$ cat src/pkg/t8sp_pkg.sv
// Purpose: Shared constants and types for the eight-bit timer with shared prescaler.
// Assumes: APB slave with 32-bit data, one aligned word per register.
// Notes: Register offsets are byte addresses.
`default_nettype none
package t8sp_pkg;
  // Register byte offsets
  localparam logic [7:0] OFF_CTRL = 8'h00;
  localparam logic [7:0] OFF_COUNT = 8'h04;
  localparam logic [7:0] OFF_MASK = 8'h08;
  localparam logic [7:0] OFF_FLAGS = 8'h0c;
  localparam logic [7:0] OFF_PRESC = 8'h10;
  // Field positions and widths
  localparam int SEL_W = 3;
  localparam int WRAP_IE_BIT = 0;
  localparam int WRAP_FLAG_BIT = 0;
  localparam int RESTART_BIT = 0;
  localparam int PRESC_W = 10;
  // Reset values and counter maximum
  localparam logic [2:0] CTRL_RST = 3'h0;
  localparam logic [7:0] MASK_RST = 8'h00;
  localparam logic [7:0] COUNT_RST = 8'h00;
  localparam logic [7:0] COUNT_MAX = 8'hff;
  localparam logic [PRESC_W-1:0] PRESC_RST = 10'h000;
  // Tick source select codes
  localparam logic [2:0] SEL_OFF = 3'h0;
  localparam logic [2:0] SEL_SYS = 3'h1;
  localparam logic [2:0] SEL_DIV8 = 3'h2;
  localparam logic [2:0] SEL_DIV64 = 3'h3;
  localparam logic [2:0] SEL_DIV256 = 3'h4;
  localparam logic [2:0] SEL_DIV1024 = 3'h5;
  localparam logic [2:0] SEL_EXT_FALL = 3'h6;
  localparam logic [2:0] SEL_EXT_RISE = 3'h7;
  // Prescaler tap count and terminal masks (divide by 8, 64, 256, 1024)
  localparam int NTAPS = 4;
  localparam logic [PRESC_W-1:0] TAP_MASK [NTAPS] = '{10'h007, 10'h03f, 10'h0ff, 10'h3ff};
  // APB request carrier
  typedef struct packed {
    logic psel;
    logic penable;
    logic pwrite;
    logic [7:0] paddr;
    logic [31:0] pwdata;
  } t8sp_apb_req_t;
endpackage : t8sp_pkg
`default_nettype wire

$ cat src/rtl/t8sp_timer.sv
// Purpose: Eight-bit up counter with selectable tick source and shared free prescaler.
// Assumes: All inputs synchronous to mclk except ext_count_pin, which is synchronised.
// Notes: Prescaler taps are also driven out registered for the second timer.
`default_nettype none
// How it works
// - Three-bit source select in control bits 2..0; zero stops the counter.
// - Select 1 counts every system clock cycle.
// - Selects 2..5 use prescaler taps dividing by 8, 64, 256, 1024.
// - Select 6 counts falling pin edges, select 7 rising pin edges.
// - Pin edges count regardless of the pin's own direction setting.
// - Count register is readable and writable at any time.
// - Mask bit 0 plus global enable plus flag raise the wrap interrupt.
// - Wrap flag, flag bit 0, is set when the counter overflows.
// - Flag clears on vector acknowledge or written one; zero keeps it.
// - One prescaler serves both timers; each has its own select.
// - Prescaler runs freely, so first prescaled count lands 1..N cycles later.
// - Prescaler restart restarts the period for every connected timer.
// - Counting pin is sampled once per system clock on the rising edge.
// - Pin edge to counter update takes 2 to 3 cycles.
// - Pin ticks never pass through the prescaler.
// - Fully synchronous; selected tick is a one-cycle enable.
// - Counts up only, wraps 0xff to 0x00, flag set in that cycle.
// - Software count write beats a simultaneous count.
// - Prescaler restart bit self-clears, zero writes ignored, reads zero.
module t8sp_timer (
  input wire logic mclk,
  input wire logic sys_rst,
  input wire t8sp_pkg::t8sp_apb_req_t apb_req,
  output logic [31:0] prdata,
  output logic pready,
  output logic pslverr,
  input wire logic ext_count_pin,
  input wire logic global_irq_enable,
  input wire logic wrap_vector_ack,
  output logic wrap_irq,
  output logic [t8sp_pkg::NTAPS-1:0] presc_taps
);
  logic [2:0] sel_q;
  logic [7:0] count_q;
  logic [7:0] mask_q;
  logic wrap_flag_q;
  logic [t8sp_pkg::PRESC_W-1:0] presc_q;
  logic pin_s1_q;
  logic pin_s2_q;
  logic pin_prev_q;
  logic [31:0] prdata_q;
  logic pready_q;
  logic pslverr_q;
  logic wrap_irq_q;
  logic [t8sp_pkg::NTAPS-1:0] taps_q;
  logic [t8sp_pkg::NTAPS-1:0] tap_hit;
  logic setup;
  logic wr_done;
  logic mapped;
  logic timer_tick;
  logic rise;
  logic fall;
  logic wr_ctrl;
  logic wr_count;
  logic wr_mask;
  logic wr_flags;
  logic wr_presc;
  logic restart;
  logic wrap_set;
  logic wrap_clr;
  logic [31:0] rd_mux;

  // Bus phase decode
  // A write lands only at the edge that completes the access phase
  assign setup = apb_req.psel && !apb_req.penable;
  assign wr_done = apb_req.psel && apb_req.penable && pready_q && apb_req.pwrite && !pslverr_q;
  assign wr_ctrl = wr_done && (apb_req.paddr == t8sp_pkg::OFF_CTRL);
  assign wr_count = wr_done && (apb_req.paddr == t8sp_pkg::OFF_COUNT);
  assign wr_mask = wr_done && (apb_req.paddr == t8sp_pkg::OFF_MASK);
  assign wr_flags = wr_done && (apb_req.paddr == t8sp_pkg::OFF_FLAGS);
  assign wr_presc = wr_done && (apb_req.paddr == t8sp_pkg::OFF_PRESC);

  // Address map check and read data
  // Unmapped offsets read zero and raise an error with the answer
  always_comb begin
    mapped = 1'b1;
    rd_mux = 32'h0000_0000;
    case (apb_req.paddr)
      t8sp_pkg::OFF_CTRL: rd_mux = {29'h0000_0000, sel_q};
      t8sp_pkg::OFF_COUNT: rd_mux = {24'h00_0000, count_q};
      t8sp_pkg::OFF_MASK: rd_mux = {24'h00_0000, mask_q};
      t8sp_pkg::OFF_FLAGS: rd_mux = {31'h0000_0000, wrap_flag_q};
      t8sp_pkg::OFF_PRESC: rd_mux = 32'h0000_0000;
      default: mapped = 1'b0;
    endcase
  end

  // Answer one cycle after setup: ready, error and read data registered
  // Read data is captured at setup so it stands through the access cycle
  always_ff @(posedge mclk) begin
    if (sys_rst) begin
      pready_q <= 1'b0;
      pslverr_q <= 1'b0;
      prdata_q <= 32'h0000_0000;
    end else begin
      pready_q <= setup;
      pslverr_q <= setup && !mapped;
      if (setup && !apb_req.pwrite) begin
        prdata_q <= rd_mux;
      end
    end
  end

  // Control register: only the select field is stored
  always_ff @(posedge mclk) begin
    if (sys_rst) begin
      sel_q <= t8sp_pkg::CTRL_RST;
    end else if (wr_ctrl) begin
      sel_q <= apb_req.pwdata[t8sp_pkg::SEL_W-1:0];
    end
  end

  // Mask register
  always_ff @(posedge mclk) begin
    if (sys_rst) begin
      mask_q <= t8sp_pkg::MASK_RST;
    end else if (wr_mask) begin
      mask_q <= apb_req.pwdata[7:0];
    end
  end

  // Free-running shared prescaler; restart clears it for all users
  // It ignores the select field, so a prescaled start is not phase aligned
  assign restart = wr_presc && apb_req.pwdata[t8sp_pkg::RESTART_BIT];
  always_ff @(posedge mclk) begin
    if (sys_rst || restart) begin
      presc_q <= t8sp_pkg::PRESC_RST;
    end else begin
      presc_q <= presc_q + 1'b1;
    end
  end

  // One tap pulse per divider period
  // A tap fires when the low prescaler bits are all ones
  genvar gi;
  generate
    for (gi = 0; gi < t8sp_pkg::NTAPS; gi++) begin : g_tap
      assign tap_hit[gi] = (presc_q & t8sp_pkg::TAP_MASK[gi]) == t8sp_pkg::TAP_MASK[gi];
    end
  endgenerate

  // Taps handed to the second timer
  // Registered so the other timer sees clean single-cycle pulses
  always_ff @(posedge mclk) begin
    if (sys_rst) begin
      taps_q <= '0;
    end else begin
      taps_q <= tap_hit;
    end
  end

  // Pin synchroniser and edge history
  // Two flops tame metastability; the third keeps the last level for edges
  // History resets low like the idle pin, so reset gives no false edge
  always_ff @(posedge mclk) begin
    if (sys_rst) begin
      pin_s1_q <= 1'b0;
      pin_s2_q <= 1'b0;
      pin_prev_q <= 1'b0;
    end else begin
      pin_s1_q <= ext_count_pin;
      pin_s2_q <= pin_s1_q;
      pin_prev_q <= pin_s2_q;
    end
  end
  assign rise = pin_s2_q && !pin_prev_q;
  assign fall = !pin_s2_q && pin_prev_q;

  // Tick source mux: one-cycle enable, pin edges bypass the prescaler
  // Only this enable reaches the counter, so there is no second clock
  always_comb begin
    case (sel_q)
      t8sp_pkg::SEL_OFF: timer_tick = 1'b0;
      t8sp_pkg::SEL_SYS: timer_tick = 1'b1;
      t8sp_pkg::SEL_DIV8: timer_tick = tap_hit[0];
      t8sp_pkg::SEL_DIV64: timer_tick = tap_hit[1];
      t8sp_pkg::SEL_DIV256: timer_tick = tap_hit[2];
      t8sp_pkg::SEL_DIV1024: timer_tick = tap_hit[3];
      t8sp_pkg::SEL_EXT_FALL: timer_tick = fall;
      t8sp_pkg::SEL_EXT_RISE: timer_tick = rise;
      default: timer_tick = 1'b0;
    endcase
  end

  // Counter: write wins, otherwise count up with wrap
  // A software write in the same cycle as a tick discards that tick
  always_ff @(posedge mclk) begin
    if (sys_rst) begin
      count_q <= t8sp_pkg::COUNT_RST;
    end else if (wr_count) begin
      count_q <= apb_req.pwdata[7:0];
    end else if (timer_tick) begin
      count_q <= count_q + 8'h01;
    end
  end

  // Wrap flag: set beats clear
  // An overflow in the clearing cycle keeps the flag, so no wrap is lost
  assign wrap_set = timer_tick && !wr_count && (count_q == t8sp_pkg::COUNT_MAX);
  assign wrap_clr = wrap_vector_ack || (wr_flags && apb_req.pwdata[t8sp_pkg::WRAP_FLAG_BIT]);
  always_ff @(posedge mclk) begin
    if (sys_rst) begin
      wrap_flag_q <= 1'b0;
    end else if (wrap_set) begin
      wrap_flag_q <= 1'b1;
    end else if (wrap_clr) begin
      wrap_flag_q <= 1'b0;
    end
  end

  // Interrupt request
  // Level request; the core drops it by acknowledging the vector
  always_ff @(posedge mclk) begin
    if (sys_rst) begin
      wrap_irq_q <= 1'b0;
    end else begin
      wrap_irq_q <= wrap_flag_q && mask_q[t8sp_pkg::WRAP_IE_BIT] && global_irq_enable;
    end
  end

  assign prdata = prdata_q;
  assign pready = pready_q;
  assign pslverr = pslverr_q;
  assign wrap_irq = wrap_irq_q;
  assign presc_taps = taps_q;
endmodule : t8sp_timer
`default_nettype wire

$ cat config.mk
export PLATFORM = sky130hd
export DESIGN_NAME = t8sp_timer
export DESIGN_NICKNAME = d
export VERILOG_FILES = /design/src/pkg/t8sp_pkg.sv /design/src/rtl/t8sp_timer.sv
export SDC_FILE = /design/constraint.sdc
export NUM_CORES = 1
export LEC_CHECK = 0
export ABC_AREA = 1
export BUFFER_PORTS_ARGS = -buffer_cell sky130_fd_sc_hd__buf_4
export CAP_MARGIN = 20
export CORE_ASPECT_RATIO = 0.5
export CORE_MARGIN = 4
export CORE_UTILIZATION = 54
export DETAILED_ROUTE_END_ITERATION = 7
export PLACE_DENSITY = 0.85
export RECOVER_POWER = 100
export SYNTH_ARGS = -nofsm -noshare
export SYNTH_HDL_FRONTEND = slang
export SYNTH_SLANG_ARGS = --single-unit
$ cat constraint.sdc
create_clock -name mclk -period 2.2 [get_ports mclk]
set_input_delay 0.11 -clock mclk [delete_from_list [all_inputs] [get_ports mclk]]
set_output_delay 0.11 -clock mclk [all_outputs]
set_load 0.02 [all_outputs]
Word level (Yosys, flattened, before mapping):

Cells that the tools add are included.

* register bits after elaboration: 72
* output and inout port bits: 39
* word-level logic and storage cells: 72

* add/subtract/negate cells: 2
* reduce and logical (&&, ||, !) cells: 34
* eq/ne operators: 16
* muxes and demuxes: 7

Operators with widths (count)
* 8-bit case mux with 4 select lines: 1
* 1-bit logical AND: 20
* 8-bit by 4-bit equality test with 1-bit output, second input constant: 2
* 8-bit equality test, second input constant: 2
* 8-bit two-way mux: 2
* 3-bit equality test, second input constant: 5
* 10-bit by 1-bit adder with 10-bit output, second input constant: 1
* 10-bit equality test, second input constant: 1
* 8-bit by 1-bit adder with 8-bit output, second input constant: 1
* 8-bit by 3-bit equality test with 1-bit output, second input constant: 1
* 8-bit by 5-bit equality test with 1-bit output, second input constant: 1
* 8-bit logical NOT: 1
* 1-bit case mux with 8 select lines: 1
* 1-bit logical NOT: 7
* 3-bit by 2-bit equality test with 1-bit output, second input constant: 2
* 6-bit equality test, second input constant: 1
* 5-bit OR reduction: 1
* 2-bit nonzero test: 2
* 3-bit by 1-bit equality test with 1-bit output, second input constant: 1
* 3-bit logical NOT: 1
* 1-bit two-way mux: 3
* 1-bit logical OR: 2

Logic depth before layout (Yosys ltp):

* depth after elaboration: 9
* depth in mapped cells: 10
* mapped depth without buffers: 10

Worst setup path after synthesis:

Ideal clock, no wire load.

* path kind: register to register
* start point: register pready_q (netlist: pready)
* end point: register mask_q[4]
* setup time: 0.119 ns
* arrival: 1.328 ns
* setup slack: 0.753 ns
* required time: 2.081 ns
* stages on the path, launching flop included: 7
* path through: dfxtp_1 inv_1 nor3_4 nand3_1 buf_2 o21ai_0 a21oi_1

* cells in the longest elaborated chain, start to end: 4

Ends and longest elaborated chain
* from (decl): line t8sp_timer.sv:47 `logic pready_q;`
* from (signal assigned): line t8sp_timer.sv:101 `pready_q <= setup;`
* 1-bit logical AND (3 in series): line t8sp_timer.sv:71 `assign wr_done = apb_req.psel && apb_req.penable && pready_q && apb_req.pwrite && !pslverr_q;`
* 1-bit logical AND: line t8sp_timer.sv:74 `assign wr_mask = wr_done && (apb_req.paddr == t8sp_pkg::OFF_MASK);`
* to (signal assigned): line t8sp_timer.sv:121 `mask_q <= t8sp_pkg::MASK_RST;`
* to (signal assigned): line t8sp_timer.sv:123 `mask_q <= apb_req.pwdata[7:0];`
* to (decl): line t8sp_timer.sv:40 `logic [7:0] mask_q;`

No other way between the ends.
A chain may end at the register's enable or synchronous reset.

Worst setup path in the final report:

* start point: register presc_q[0] (netlist name)
* end point: register count_q[4]

* cells in the longest elaborated chain, start to end: 3
* elaborated cells between the ends (all ways): 6
* classes of those cells: eq/ne: 4; mux: 1; reduce/logical: 1

Ends and longest elaborated chain
* from (decl): line t8sp_timer.sv:42 `logic [t8sp_pkg::PRESC_W-1:0] presc_q;`
* from (signal assigned): line t8sp_timer.sv:132 `presc_q <= t8sp_pkg::PRESC_RST;`
* from (signal assigned): line t8sp_timer.sv:134 `presc_q <= presc_q + 1'b1;`
* 10-bit equality test, or another cell as far along: line t8sp_timer.sv:143 `assign tap_hit[gi] = (presc_q & t8sp_pkg::TAP_MASK[gi]) == t8sp_pkg::TAP_MASK[gi];`
* 1-bit case mux with 8 select lines *: line t8sp_timer.sv:177 `case (sel_q)`
* 2-bit nonzero test (no line) *
* to (signal assigned): line t8sp_timer.sv:194 `count_q <= t8sp_pkg::COUNT_RST;`
* to (signal assigned): line t8sp_timer.sv:196 `count_q <= apb_req.pwdata[7:0];`
* to (signal assigned): line t8sp_timer.sv:198 `count_q <= count_q + 8'h01;`
* to (decl): line t8sp_timer.sv:39 `logic [7:0] count_q;`

Mark *: on every way between the ends. The rest lies on a longest branch, timed or not.

==> results_dict.tcl <==
set metrics [dict create \
    grt_use_total 0.189 \
    syn_area_mm2 0.00250 \
    yosysWarnings 0 \
    avgSynthCellArea_um2 7.13 \
    power.density_mw_per_mm2 577 \
    critPathArrivalTime_ns 2.08 \
    seqCellArea_um2 961 \
    combinationalPowerShare 0.083 \
    min_to "pin_s1_q" \
    period_needed_ns 1.84 \
    cts_max_path_buffers 2 \
    vdd_drop_max_mv 0.312 \
    h-tree-depth 2 \
    ant_nets 0 \
    cp_max_fo 9 \
    r2r_start "presc_q[0]" \
    first_global_vias 2093 \
    finalHoldViolations 0 \
    nNetsFinal 439 \
    detail_route.wl_per_cell_um 12.5 \
    dp_hpwl_um 4100 \
    slew_violations 0 \
    holdCritStartpoint "ext_count_pin" \
    p_sw_frac 0.254 \
    design_area_mm2 0.00272 \
    finalCritPeriodShare 0.835 \
    dr.pass1.iters 5 \
    criticalPathCategory "reg -> reg" \
    ys_seq_area_frac 0.384 \
    antenna_cells 0 \
    synthCells 351 \
    setup_viol 0 \
    portBuffers 38 \
    multi_input_area_mm2 0.00124 \
    fin_tns_setup_ns 0 \
    syn_to_final_growth_pct 8.85 \
    fp.dieH_um 56.1 \
    rrSetupSlack_ns 0.36 \
    timing.rr.end "count_q[4]" \
    gr-total-overflow 0 \
    vias_per_cell 5.18 \
    coreArea_mm2 0.00442 \
    drt-total-wl_um 5570 \
    nFillCells 397 \
    leakage_nw 1.14 \
    placed_area_mm2 0.00272 \
    numCtsBuffers 5 \
    end_kind "flip-flop" \
    start_util 0.565 \
    yosys.area.top_type_share 0.384 \
    globalplace.congestion 0.889 \
    route.detailed.drc 0 \
    post_cts_resized 0 \
    cts-root-buf "clkbuf_8" \
    synthFlopType "dfxtp_1" \
    first_iter_violations 142 \
    ff2ff_path_depth 9 \
    status "completed" \
    start_kind "flip-flop" \
    synth.distinct_cells 31 \
    critical_path_required_ns 2.44 \
    min_path_cells 3 \
    synth.largest_area_cell "dfxtp_1" \
    clock_power_share 0.356 \
    die_w_um 104 \
    cts_sinks 48 \
    skew_ns 0.00830 \
    synth_area_leaders "dfxtp_1 38%, nand2_1 13%, buf_4 7.2%, nand3_1 7.0%, nor2_1 5.7%" \
    ctsHoldBuffers 0 \
    grt_pass1_wl_um 9180 \
    netlist_top_cells_count "84 x nand2_1, 48 x dfxtp_1, 38 x nor2_1" \
    vias 2310 \
    synth-seq-cells 48 \
    rsz0062_at_grt "no" \
    io_pins 87 \
    postCtsSetupBuffers 0 \
    rows 17 \
    die_area_mm2 0.00585 \
    tightest_slew_ns 0.891 \
    cap_viol_max_count 0 \
    async_reset_ff_frac 0 \
    cts_tree "done" \
    final_core_util 0.615 \
    holdCritPathClass "in -> reg" \
    p_switching_mw 0.398 \
    max_freq_mhz 544 \
    worstSkewPairLatency_ns 0.31 \
    internal_power_mw 1.17 \
    antenna_found_initial 0 \
    synth-edff-count 0 \
    pwr-share-seq 0.561 \
    final_layout_size_suffix_gt1_frac 0.113 \
    path_clk_slew_ns 0.09 \
    synth_most_common_cell "nand2_1" \
    grt_max_degree 28 \
    relSlewSlack 0.401 \
]
==> power by group through the flow <==
| stage | Combinational [mW] | Sequential (mW) | Clock (mW) |
|---|---|---|---|
| after floorplan | 0.111 | 0.903 | 0 |
| after global placement | 0.128 | 0.901 | 0 |
| after detailed placement | 0.132 | 0.902 | 0 |
| after CTS | 0.133 | 0.881 | 0.562 |
| after global routing | 0.142 | 0.882 | 0.594 |
| final | 0.131 | 0.881 | 0.559 |
==> state kept, by name, indices dropped and copies added, names as in the netlist <==
name and flops:
count_q 8, wrap_irq 1, pin_s1_q 1, pready 1
pin_s2_q 1, pslverr 1, mask_q 8, prdata 8
presc_taps 4, wrap_flag_q 1, presc_q 10, pin_prev_q 1
sel_q 3
==> final cells by class <==
cell class                      instances  share of cell area
Timing Repair Buffer                   40              0.0896
Sequential cell                        48               0.353
Inverter                               31              0.0427
Multi-Input combinational cell        262               0.454
Clock buffer                            7              0.0317
Clock inverter                          1             0.00276
Tap cell                               57              0.0262
==> critical path: stages, from the launching register on <==
cell,delay (ns)
dfxtp_1,0.36
ha_1,0.18
nand3_1,0.17
nor2_1,0.18
nand2_1,0.08
nand3_1,0.12
nand2_1,0.26
nand2_4,0.20
nand2_1,0.07
a21oi_1,0.13
==> cell usage in the layout (no fill, tap or decap), types with 6 or more instances in the layout <==
| cell type | n |
|---|---|
| nand2_1 | 85 |
| dfxtp_1 | 48 |
| nor2_1 | 38 |
| nand3_1 | 35 |
| inv_1 | 30 |
| a21oi_1 | 24 |
| conb_1 | 24 |
| buf_4 | 24 |
| o21ai_0 | 17 |
| clkbuf_1 | 16 |
| clkbuf_8 | 6 |
==> kinds of logic (layout without fill, tap and decap cells) <==
kind of cell	Yosys count	after routing	synth area share
AO/OA/AOI/OAI	46	46	0.0996
AND/OR/NAND/NOR	182	182	0.332
XOR/XNOR	7	7	0.0245
buffers and inverters	64	79	0.143
flip-flops	48	48	0.384
other	1	24	0.00150
adder cells (fa/ha/maj)	3	3	0.0150
==> metal layers <==
metal  wire length (µm)  vias up  global-route usage
li1                   -     1152                   -
met1               2340     1054               0.214
met2               2750       86               0.344
met3                362       18              0.0440
met4                121        0              0.0758
met5                  0        -                   0
==> stage by stage <==
stage / total power, mW / setup slack (ns) / instances / hold WS (ns)
global route: 1.62 / 0.216 / 446 / 0.0243
floorplan: 1.01 / 0.753 / 374 / 0.217
detailed placement: 1.03 / 0.526 / 438 / 0.329
global placement: 1.03 / 0.599 / 438 / 0.308
CTS: 1.58 / 0.503 / 446 / 0.00790
finish: 1.57 / 0.362 / 446 / 0.00785
==> worst max-delay path by stage <==
stage	from	to	slack, ns	depth (start not counted)
floorplan	pready	mask_q[4]	0.75	6
global placement	presc_q[0]	count_q[7]	0.60	9
detailed placement	presc_q[0]	count_q[5]	0.53	9
CTS	presc_q[0]	count_q[5]	0.50	9
global route	presc_q[0]	count_q[4]	0.22	9
finish	presc_q[0]	count_q[4]	0.36	9
No activity file was read; power rests on OpenSTA's default activity.
